### config.mk
export PLATFORM = sky130hd
export DESIGN_NAME = cpu_clock_select
export DESIGN_NICKNAME = d
export VERILOG_FILES = /design/src/core/clk_ctrl_pkg.sv /design/src/core/cpu_clock_select.sv
export SDC_FILE = /design/constraint.sdc
export NUM_CORES = 1
export LEC_CHECK = 0
export BUFFER_PORTS_ARGS = -buffer_cell sky130_fd_sc_hd__buf_4
export CAP_MARGIN = 20
export CORE_MARGIN = 2
export CORE_UTILIZATION = 59
export DETAILED_ROUTE_END_ITERATION = 16
export GPL_TIMING_DRIVEN = 0
export PLACE_DENSITY = 0.92
export SYNTH_ARGS = -nofsm -noshare
export SYNTH_HDL_FRONTEND = slang
export SYNTH_SLANG_ARGS = --single-unit
### constraint.sdc
create_clock -name clk -period 3.7 [get_ports clk]
set_input_delay 0.185 -clock clk [delete_from_list [all_inputs] [get_ports clk]]
set_output_delay 0.185 -clock clk [all_outputs]
set_load 0.05 [all_outputs]
### src/core/clk_ctrl_pkg.sv
// Constants and types for the CPU clock selection block
// Notes on behaviour
// Main stop bit 7 gates main oscillator; STOP instruction also halts it.
// Reset loads processor clock control with 02h: main clock divided by four.
// CPU clock: main, main/4, or subsystem clock halved regardless of divide.
// Software writes zero to bit 0 and bits 2 to 6 of processor control.
// Software sets main stop only while the subsystem clock drives the CPU.
// Shortest instruction lasts two periods of the selected CPU clock.
// Sub oscillator mode bit 1 set disconnects the on-chip feedback resistor.
// Sub oscillator mode bit 0 set stops the subsystem oscillator.
// Software writes zero to bits 2 to 7 of sub oscillator mode.
// Reset clears sub oscillator mode: oscillator runs, resistor connected.
// Read-only bit 5 of subclock register shows the actual CPU source.
// Bit 4 of subclock register selects main divided or subsystem source.
// Software writes zero to bits 0 to 3, 6 and 7 of subclock register.
// Reset clears subclock register, selecting the divided main clock.
// All three registers take single-bit and whole-byte writes.
// After a selection change the old clock runs on 2, 4 or ratio cycles.
// After reset the CPU waits 2^15 main clock periods before running.
// Subsystem source allows HALT not STOP; peripherals use main clock only.
// Status bit changes only once the switchover has really completed.
package clk_ctrl_pkg;

    // =========================================================
    // Register map
    localparam logic [15:0] SUB_OSC_MODE_ADDR     = 16'hfff0;
    localparam logic [15:0] SUBCLK_SEL_STAT_ADDR  = 16'hfff2;
    localparam logic [15:0] PROC_CLK_CTRL_ADDR    = 16'hfffb;

    localparam logic [7:0]  SUB_OSC_MODE_RST      = 8'h00;
    localparam logic [7:0]  SUBCLK_SEL_STAT_RST   = 8'h00;
    localparam logic [7:0]  PROC_CLK_CTRL_RST     = 8'h02;

    // =========================================================
    // Field positions and writable masks
    localparam int          MAIN_OSC_STOP_BIT     = 7;
    localparam int          MAIN_DIVIDE_SEL_BIT   = 1;
    localparam int          FEEDBACK_OFF_BIT      = 1;
    localparam int          SUB_OSC_STOP_BIT      = 0;
    localparam int          ACTIVE_SRC_STAT_BIT   = 5;
    localparam int          SOURCE_SELECT_BIT     = 4;
    localparam logic [7:0]  PROC_CLK_CTRL_WMASK   = 8'h82;
    localparam logic [7:0]  SUB_OSC_MODE_WMASK    = 8'h03;
    localparam logic [7:0]  SUBCLK_SEL_WMASK      = 8'h10;

    // =========================================================
    // Timing
    localparam int          CLK_HZ                = 20_000_000;
    localparam int          MAIN_OSC_FREQ_HZ      = 5_000_000;
    localparam int          MAIN_DIV_CYC          = CLK_HZ / MAIN_OSC_FREQ_HZ;
    localparam int          MAIN_DIV4             = 4;
    localparam int          STAB_EXP              = 15;
    localparam int          STAB_TICKS            = 2 ** STAB_EXP;
    localparam int          STAB_W                = 17;
    localparam logic [2:0]  SW_FAST_CLKS          = 3'h4;
    localparam logic [2:0]  SW_SLOW_CLKS          = 3'h2;
    localparam logic [2:0]  SW_SUB_TICKS          = 3'h2;

    // =========================================================
    // Sequencer states
    typedef enum logic [3:0] {
        ST_STAB   = 4'b0001,
        ST_RUN    = 4'b0010,
        ST_SWITCH = 4'b0100,
        ST_STOP   = 4'b1000
    } seq_state_t;

endpackage : clk_ctrl_pkg

### src/core/cpu_clock_select.sv
// CPU clock source selection, oscillator gating and switchover sequencing
`timescale 1ns/1ns
module cpu_clock_select
    import clk_ctrl_pkg::*;
#(
    parameter int STAB_COUNT = STAB_TICKS
) (
    // Clock and reset
    input  wire logic        clk,
    input  wire logic        rst,
    // CPU register access
    input  wire logic [15:0] addr,
    input  wire logic        wr_en,
    input  wire logic        wr_bit,
    input  wire logic [2:0]  bit_sel,
    input  wire logic [7:0]  wr_data,
    input  wire logic        rd_en,
    output logic      [7:0]  rd_data,
    // CPU standby requests
    input  wire logic        stop_req,
    input  wire logic        halt_req,
    input  wire logic        wake_req,
    // Subsystem oscillator output
    input  wire logic        sub_osc_in,
    // Oscillator controls
    output logic             main_osc_en,
    output logic             sub_osc_en,
    output logic             feedback_res_en,
    // Clock enables and CPU run status
    output logic             cpu_clk_en,
    output logic             instr_en,
    output logic             periph_clk_en,
    output logic             watch_clk_en,
    output logic             cpu_run
);

    // =========================================================
    // Write helper
    function automatic logic [7:0] wr_merge(
        input logic [7:0] old_v,
        input logic [7:0] mask,
        input logic       bit_mode,
        input logic [2:0] sel,
        input logic [7:0] data
    );
        logic [7:0] v;
        logic [7:0] one;
        one = 8'h01 << sel;
        v   = bit_mode ? ((old_v & ~one) | (data[0] ? one : 8'h00))
                       : data;
        return v & mask;
    endfunction : wr_merge

    // =========================================================
    // Registers
    logic [7:0]  proc_clk_ctrl_r;
    logic [7:0]  sub_osc_mode_r;
    logic [7:0]  subclk_sel_r;
    logic        active_src_r;
    logic        active_div_r;
    seq_state_t  state_r;
    seq_state_t  state_nxt;
    logic        halt_r;
    logic [STAB_W-1:0] stab_cnt_r;
    logic [2:0]  sw_cnt_r;
    logic        sw_use_sub_r;
    logic [7:0]  main_cnt_r;
    logic [1:0]  div4_cnt_r;
    logic        sub_s1_r;
    logic        sub_s2_r;
    logic        sub_s3_r;
    logic        sub_ph_r;
    logic        instr_ph_r;
    logic [7:0]  rd_data_r;

    // =========================================================
    // Decode
    wire hit_proc   = (addr == PROC_CLK_CTRL_ADDR);
    wire hit_mode   = (addr == SUB_OSC_MODE_ADDR);
    wire hit_subclk = (addr == SUBCLK_SEL_STAT_ADDR);
    wire wr_proc    = wr_en && hit_proc;
    wire wr_mode    = wr_en && hit_mode;
    wire wr_subclk  = wr_en && hit_subclk;

    wire main_stop  = proc_clk_ctrl_r[MAIN_OSC_STOP_BIT];
    wire req_div    = proc_clk_ctrl_r[MAIN_DIVIDE_SEL_BIT];
    wire req_src    = subclk_sel_r[SOURCE_SELECT_BIT];

    // Status bit comes from the completed switchover only
    wire [7:0] subclk_rd = {2'b00, active_src_r, req_src, 4'h0};

    wire [7:0] rd_mux = hit_proc   ? proc_clk_ctrl_r :
                        hit_mode   ? sub_osc_mode_r  :
                        hit_subclk ? subclk_rd       : 8'h00;

    // =========================================================
    // Oscillator enables
    // main stop gating
    wire main_on = !main_stop && (state_r != ST_STOP);
    // sub stop gating
    wire sub_on  = !sub_osc_mode_r[SUB_OSC_STOP_BIT];

    assign main_osc_en     = main_on;
    assign sub_osc_en      = sub_on;
    // feedback resistor
    assign feedback_res_en = !sub_osc_mode_r[FEEDBACK_OFF_BIT];

    // =========================================================
    // Clock ticks
    wire main_last = (main_cnt_r == 8'(MAIN_DIV_CYC - 1));
    wire main_tick  = main_on && main_last;
    wire main4_tick = main_tick && (div4_cnt_r == 2'(MAIN_DIV4 - 1));
    wire sub_tick  = sub_on && sub_s2_r && !sub_s3_r;
    wire sub_half  = sub_tick && sub_ph_r;

    // source and divider select
    wire old_tick = active_src_r ? sub_half :
                    active_div_r ? main4_tick : main_tick;

    wire clk_live = (state_r == ST_RUN) || (state_r == ST_SWITCH);
    assign cpu_clk_en    = old_tick && clk_live && !halt_r;
    // two CPU clocks per instruction
    assign instr_en      = cpu_clk_en && instr_ph_r;
    // peripherals on main only
    assign periph_clk_en = main_tick;
    assign watch_clk_en  = sub_tick;
    assign cpu_run       = clk_live && !halt_r;
    assign rd_data       = rd_data_r;

    // =========================================================
    // Sequencer
    wire cfg_change = (req_src != active_src_r) ||
                      (!req_src && (req_div != active_div_r));
    wire stab_done  = main_tick &&
                      (stab_cnt_r == STAB_W'(STAB_COUNT - 1));
    wire sw_dec     = sw_use_sub_r ? sub_tick : old_tick;
    wire sw_done    = sw_dec && (sw_cnt_r == 3'h1);
    // STOP refused on subsystem source
    wire stop_ok    = stop_req && !active_src_r;

    always_comb begin
        state_nxt = state_r;
        unique case (state_r)
            // stabilization wait
            ST_STAB:   if (stab_done) state_nxt = ST_RUN;
            ST_RUN: begin
                if (stop_ok) state_nxt = ST_STOP;
                else if (cfg_change) state_nxt = ST_SWITCH;
            end
            ST_SWITCH: if (sw_done) state_nxt = ST_RUN;
            ST_STOP:   if (wake_req) state_nxt = ST_STAB;
            default:   state_nxt = ST_STAB;
        endcase
    end

    // old clock hold count
    wire [2:0] sw_load = (req_src && !active_src_r) ? SW_SUB_TICKS :
                         (!active_src_r && !active_div_r) ? SW_FAST_CLKS
                                                          : SW_SLOW_CLKS;

    always_ff @(posedge clk) begin
        if (rst) begin
            state_r <= ST_STAB;
        end else begin
            state_r <= state_nxt;
        end
    end

    always_ff @(posedge clk) begin
        if (rst || state_r != ST_STAB) begin
            stab_cnt_r <= '0;
        end else if (main_tick) begin
            stab_cnt_r <= stab_cnt_r + STAB_W'(1);
        end
    end

    always_ff @(posedge clk) begin
        if (rst) begin
            sw_cnt_r     <= 3'h0;
            sw_use_sub_r <= 1'b0;
        end else if (state_r == ST_RUN && cfg_change) begin
            sw_cnt_r     <= sw_load;
            sw_use_sub_r <= req_src && !active_src_r;
        end else if (state_r == ST_SWITCH && sw_dec) begin
            sw_cnt_r     <= sw_cnt_r - 3'h1;
        end
    end

    // status follows completed switch
    always_ff @(posedge clk) begin
        if (rst) begin
            active_src_r <= 1'b0;
            active_div_r <= 1'b1;
        end else if (sw_done && state_r == ST_SWITCH) begin
            active_src_r <= req_src;
            active_div_r <= req_div;
        end
    end

    always_ff @(posedge clk) begin
        if (rst || wake_req) begin
            halt_r <= 1'b0;
        end else if (halt_req && clk_live) begin
            halt_r <= 1'b1;
        end
    end

    // =========================================================
    // Register writes
    // processor control reset
    // bit and byte writes
    always_ff @(posedge clk) begin
        if (rst) begin
            proc_clk_ctrl_r <= PROC_CLK_CTRL_RST;
        end else if (wr_proc) begin
            proc_clk_ctrl_r <= wr_merge(proc_clk_ctrl_r,
                PROC_CLK_CTRL_WMASK, wr_bit, bit_sel, wr_data);
        end
    end

    // sub mode reset
    always_ff @(posedge clk) begin
        if (rst) begin
            sub_osc_mode_r <= SUB_OSC_MODE_RST;
        end else if (wr_mode) begin
            sub_osc_mode_r <= wr_merge(sub_osc_mode_r,
                SUB_OSC_MODE_WMASK, wr_bit, bit_sel, wr_data);
        end
    end

    // source select, R14 reset, R11 status not writable
    always_ff @(posedge clk) begin
        if (rst) begin
            subclk_sel_r <= SUBCLK_SEL_STAT_RST;
        end else if (wr_subclk) begin
            subclk_sel_r <= wr_merge(subclk_sel_r,
                SUBCLK_SEL_WMASK, wr_bit, bit_sel, wr_data);
        end
    end

    always_ff @(posedge clk) begin
        if (rst) begin
            rd_data_r <= 8'h00;
        end else if (rd_en) begin
            rd_data_r <= rd_mux;
        end
    end

    // =========================================================
    // Dividers and synchroniser
    always_ff @(posedge clk) begin
        if (rst || !main_on || main_last) begin
            main_cnt_r <= 8'h00;
        end else begin
            main_cnt_r <= main_cnt_r + 8'h01;
        end
    end

    always_ff @(posedge clk) begin
        if (rst) begin
            div4_cnt_r <= 2'h0;
        end else if (main_tick) begin
            div4_cnt_r <= div4_cnt_r + 2'h1;
        end
    end

    always_ff @(posedge clk) begin
        if (rst) begin
            sub_s1_r <= 1'b0;
            sub_s2_r <= 1'b0;
            sub_s3_r <= 1'b0;
        end else begin
            sub_s1_r <= sub_osc_in;
            sub_s2_r <= sub_s1_r;
            sub_s3_r <= sub_s2_r;
        end
    end

    always_ff @(posedge clk) begin
        if (rst) begin
            sub_ph_r <= 1'b0;
        end else if (sub_tick) begin
            sub_ph_r <= !sub_ph_r;
        end
    end

    always_ff @(posedge clk) begin
        if (rst) begin
            instr_ph_r <= 1'b0;
        end else if (cpu_clk_en) begin
            instr_ph_r <= !instr_ph_r;
        end
    end
endmodule : cpu_clock_select

==> metrics <==
status finished, final reports clean; R2R Path End sw_cnt_r[2]$_SDFFE_PP0P_; endpoints failing hold 0; crit share post-route 76.6%; final setup vio count 0; Port Buffer Count 41; worst slew pin tran 0.839 ns; worst hold start wake_req; Critical Path AT 2.65 ns; worst-skew pair later-pin latency 0.32 ns; crit start category flop; Max IR drop VDD 261 µV; post-layout util 72.9%; initial antenna violation count 0; H-tree depth 2; core footprint 4320 µm²; 1st-iter DRT viols 200; # resized after CTS 0; fin crit period 2.83 ns; final wirelength 5810 µm; post-route ant nets 0; HP Class primary input to flop; number of max-cap violations 0; worst reg-to-reg setup slack 1.04 ns; met3 global-route usage 5.27%; height of the die 70.9 µm; Main synth FF type dfxtp_1; Total GRT Usage 23.8%; crit path from main_cnt_r[0]$_SDFF_PP0_; number of max-slew violations in the final report 0; Worst Setup EP instr_en; CTS tree built; first-pass GRT wire length 9740 µm; post-CTS setup buffers 0; Commonest cells post-synth dfxtp_1, nor2_1, nand4_1; clock root buffer clkbuf_8; total grt overflow 0; Worst Setup End Kind output pin; Synth Area per Inst 8.47 µm²; via count 2410; gr busiest metal met2; post-placement cell area 3030 µm²; Mapped Area 2640 µm²; DR vias/cell 5.78; largest net degree at the start of global routing 18; Inserted Diodes 0; Crit path depth 7; cell family with the largest share of critical-path delay simple AND/OR/NAND/NOR gates; Boundary Pins 52; Finished Cell Area 3150 µm²; Post-synth EDFFs 0; total power 1170 µW; wire length per cell 13.9 µm; cts bufs inserted 5; Reg-to-Reg Start main_cnt_r[0]$_SDFF_PP0_; synth top area cells dfxtp_1, nor2_1, nand4_1; synth warn 0; # clock sinks 53; Sum Neg Setup Slack 0 ns; crit-path max FO 6; RSZ-0062 raised after global routing false; post-synth cell types 48; Max clock buf depth 2; pwr dens 371 nW/µm²; row count 24; leakage power 0.00125 µW; delay of the slowest cell on the worst path 0.52 ns; DRC 0; WP buf/inv 1; die area 5030 µm²; normalized max-slew margin 43.6%; Seq cells post-synth 53; Die Wd 70.9 µm; cts hold-fix bufs 0; r2r worst-path depth 6; share of Yosys cell area claimed by the top area cell type 40.2%; FMAX 353 MHz; Initial Util 61.1%; number of iterations in the first detailed-routing pass 5; M1 GR Usage 28.3%; number of global-route vias before repair 2274; met2 Use GR 42.8%; sequential share of the synthesized area 40.2%; Worst-path clk slew 0.10 ns; layout cells sized above 1 17.8%; Worst Path Required 3.51 ns; post-synthesis cell count 312; Crit Path Category flop to output pin; worst-path cell chain ha_1, or4b_4, nor4_4, a21oi_1, nor3_1, and2_1, buf_4; GPL Wtd Cong 0.839; Synth async-reset ratio 0%; top-count cell post-synth dfxtp_1; Final nets 406; Area Growth Syn to Fin 19.3%; post-DP HPWL 4320 µm; clock skew 0.0145 ns; Synth area leader dfxtp_1; Slowest cell on crit path or4b_4
registers in the layout, indices dropped and copies added (netlist names), named ones only:
register      flops
stab_cnt_r       17
main_cnt_r        8
rd_data           5
state_r           4
sw_cnt_r          3
div4_cnt_r        2
active_div_r      1
active_src_r      1
halt_r            1
instr_ph_r        1
sub_ph_r          1
sub_s1_r          1
sub_s2_r          1
sub_s3_r          1
sw_use_sub_r      1
metrics by stage:
step           instances  setup WS (ns)  hold WS [ns]
6_report             417          0.868        0.0229
5_1_grt              417          0.711        0.0166
4_1_cts              415          0.887        0.0208
3_5_place_dp         407           1.08         0.362
3_3_place_gp         407           1.15         0.360
2_1_floorplan        314          0.324         0.262
worst register-to-register path: cells and delay by family (launching register included):
kind | cells | cell delay, ns
AOI/OAI and AO/OA | 2 | 0.48
adders and majority gates | 1 | 0.24
DFF | 1 | 0.37
and+or+nand+nor | 3 | 1.49
layer usage:
layer	part of all wire, %	wire (µm)
met4	1.1	66
met1	45	2600
met5	0	0
met2	50	2890
met3	4.4	253
logic make-up after synthesis:
group	count (synthesis)	share of synthesized area (%)
flip-flops	53	40.2
AND/OR/NAND/NOR	151	30.7
XOR/XNOR	25	8.29
AO/OA/AOI/OAI	39	9.99
adder cells (fa/ha/maj)	6	2.84
multiplexers	9	3.46
other	1	0.142
buffers and inverters	28	4.45
power breakdown:
group	switching [µW]	internal [µW]	total (µW)
Clock	197	203	400
Sequential	17.5	587	604
Combinational	99.0	67.8	167
cell type report:
cell class / count / area, µm²
multi-input cells: 233 / 1480
flip-flops and latches: 53 / 1060
well taps: 52 / 65.1
clock buffers: 5 / 68.8
fillers: 332 / 1170
plain buffers: 12 / 57.6
clock inverters: 3 / 46.3
inverters: 16 / 60.1
repair buffers: 43 / 318
cells in the final DEF, fill, tap and decap left out, types with 3 or more instances in the layout:
cell type  instances
dfxtp_1           53
nor2_1            49
buf_4             44
nand4_1           21
inv_1             16
nand3_1           16
nand2_1           15
xor2_1            15
a21oi_1           11
xnor2_1           10
clkbuf_1           8
mux2i_1            8
nand2b_1           8
and3_1             7
o21ai_0            7
ha_1               6
nor3_1             5
and2_1             5
nor2b_1            5
clkbuf_8           5
nor4b_1            4
o31ai_1            4
nor4_1             3
conb_1             3
how the worst min path moves through the flow:
stage,endpoint,slack (ns),cells after the start
finish,halt_r$_SDFFE_PP0P_,0.02,2
global route,halt_r$_SDFFE_PP0P_,0.02,2
CTS,halt_r$_SDFFE_PP0P_,0.02,2
detailed placement,halt_r$_SDFFE_PP0P_,0.36,2
global placement,halt_r$_SDFFE_PP0P_,0.36,2
floorplan,halt_r$_SDFFE_PP0P_,0.26,1
(Power assumes the default switching activity.)
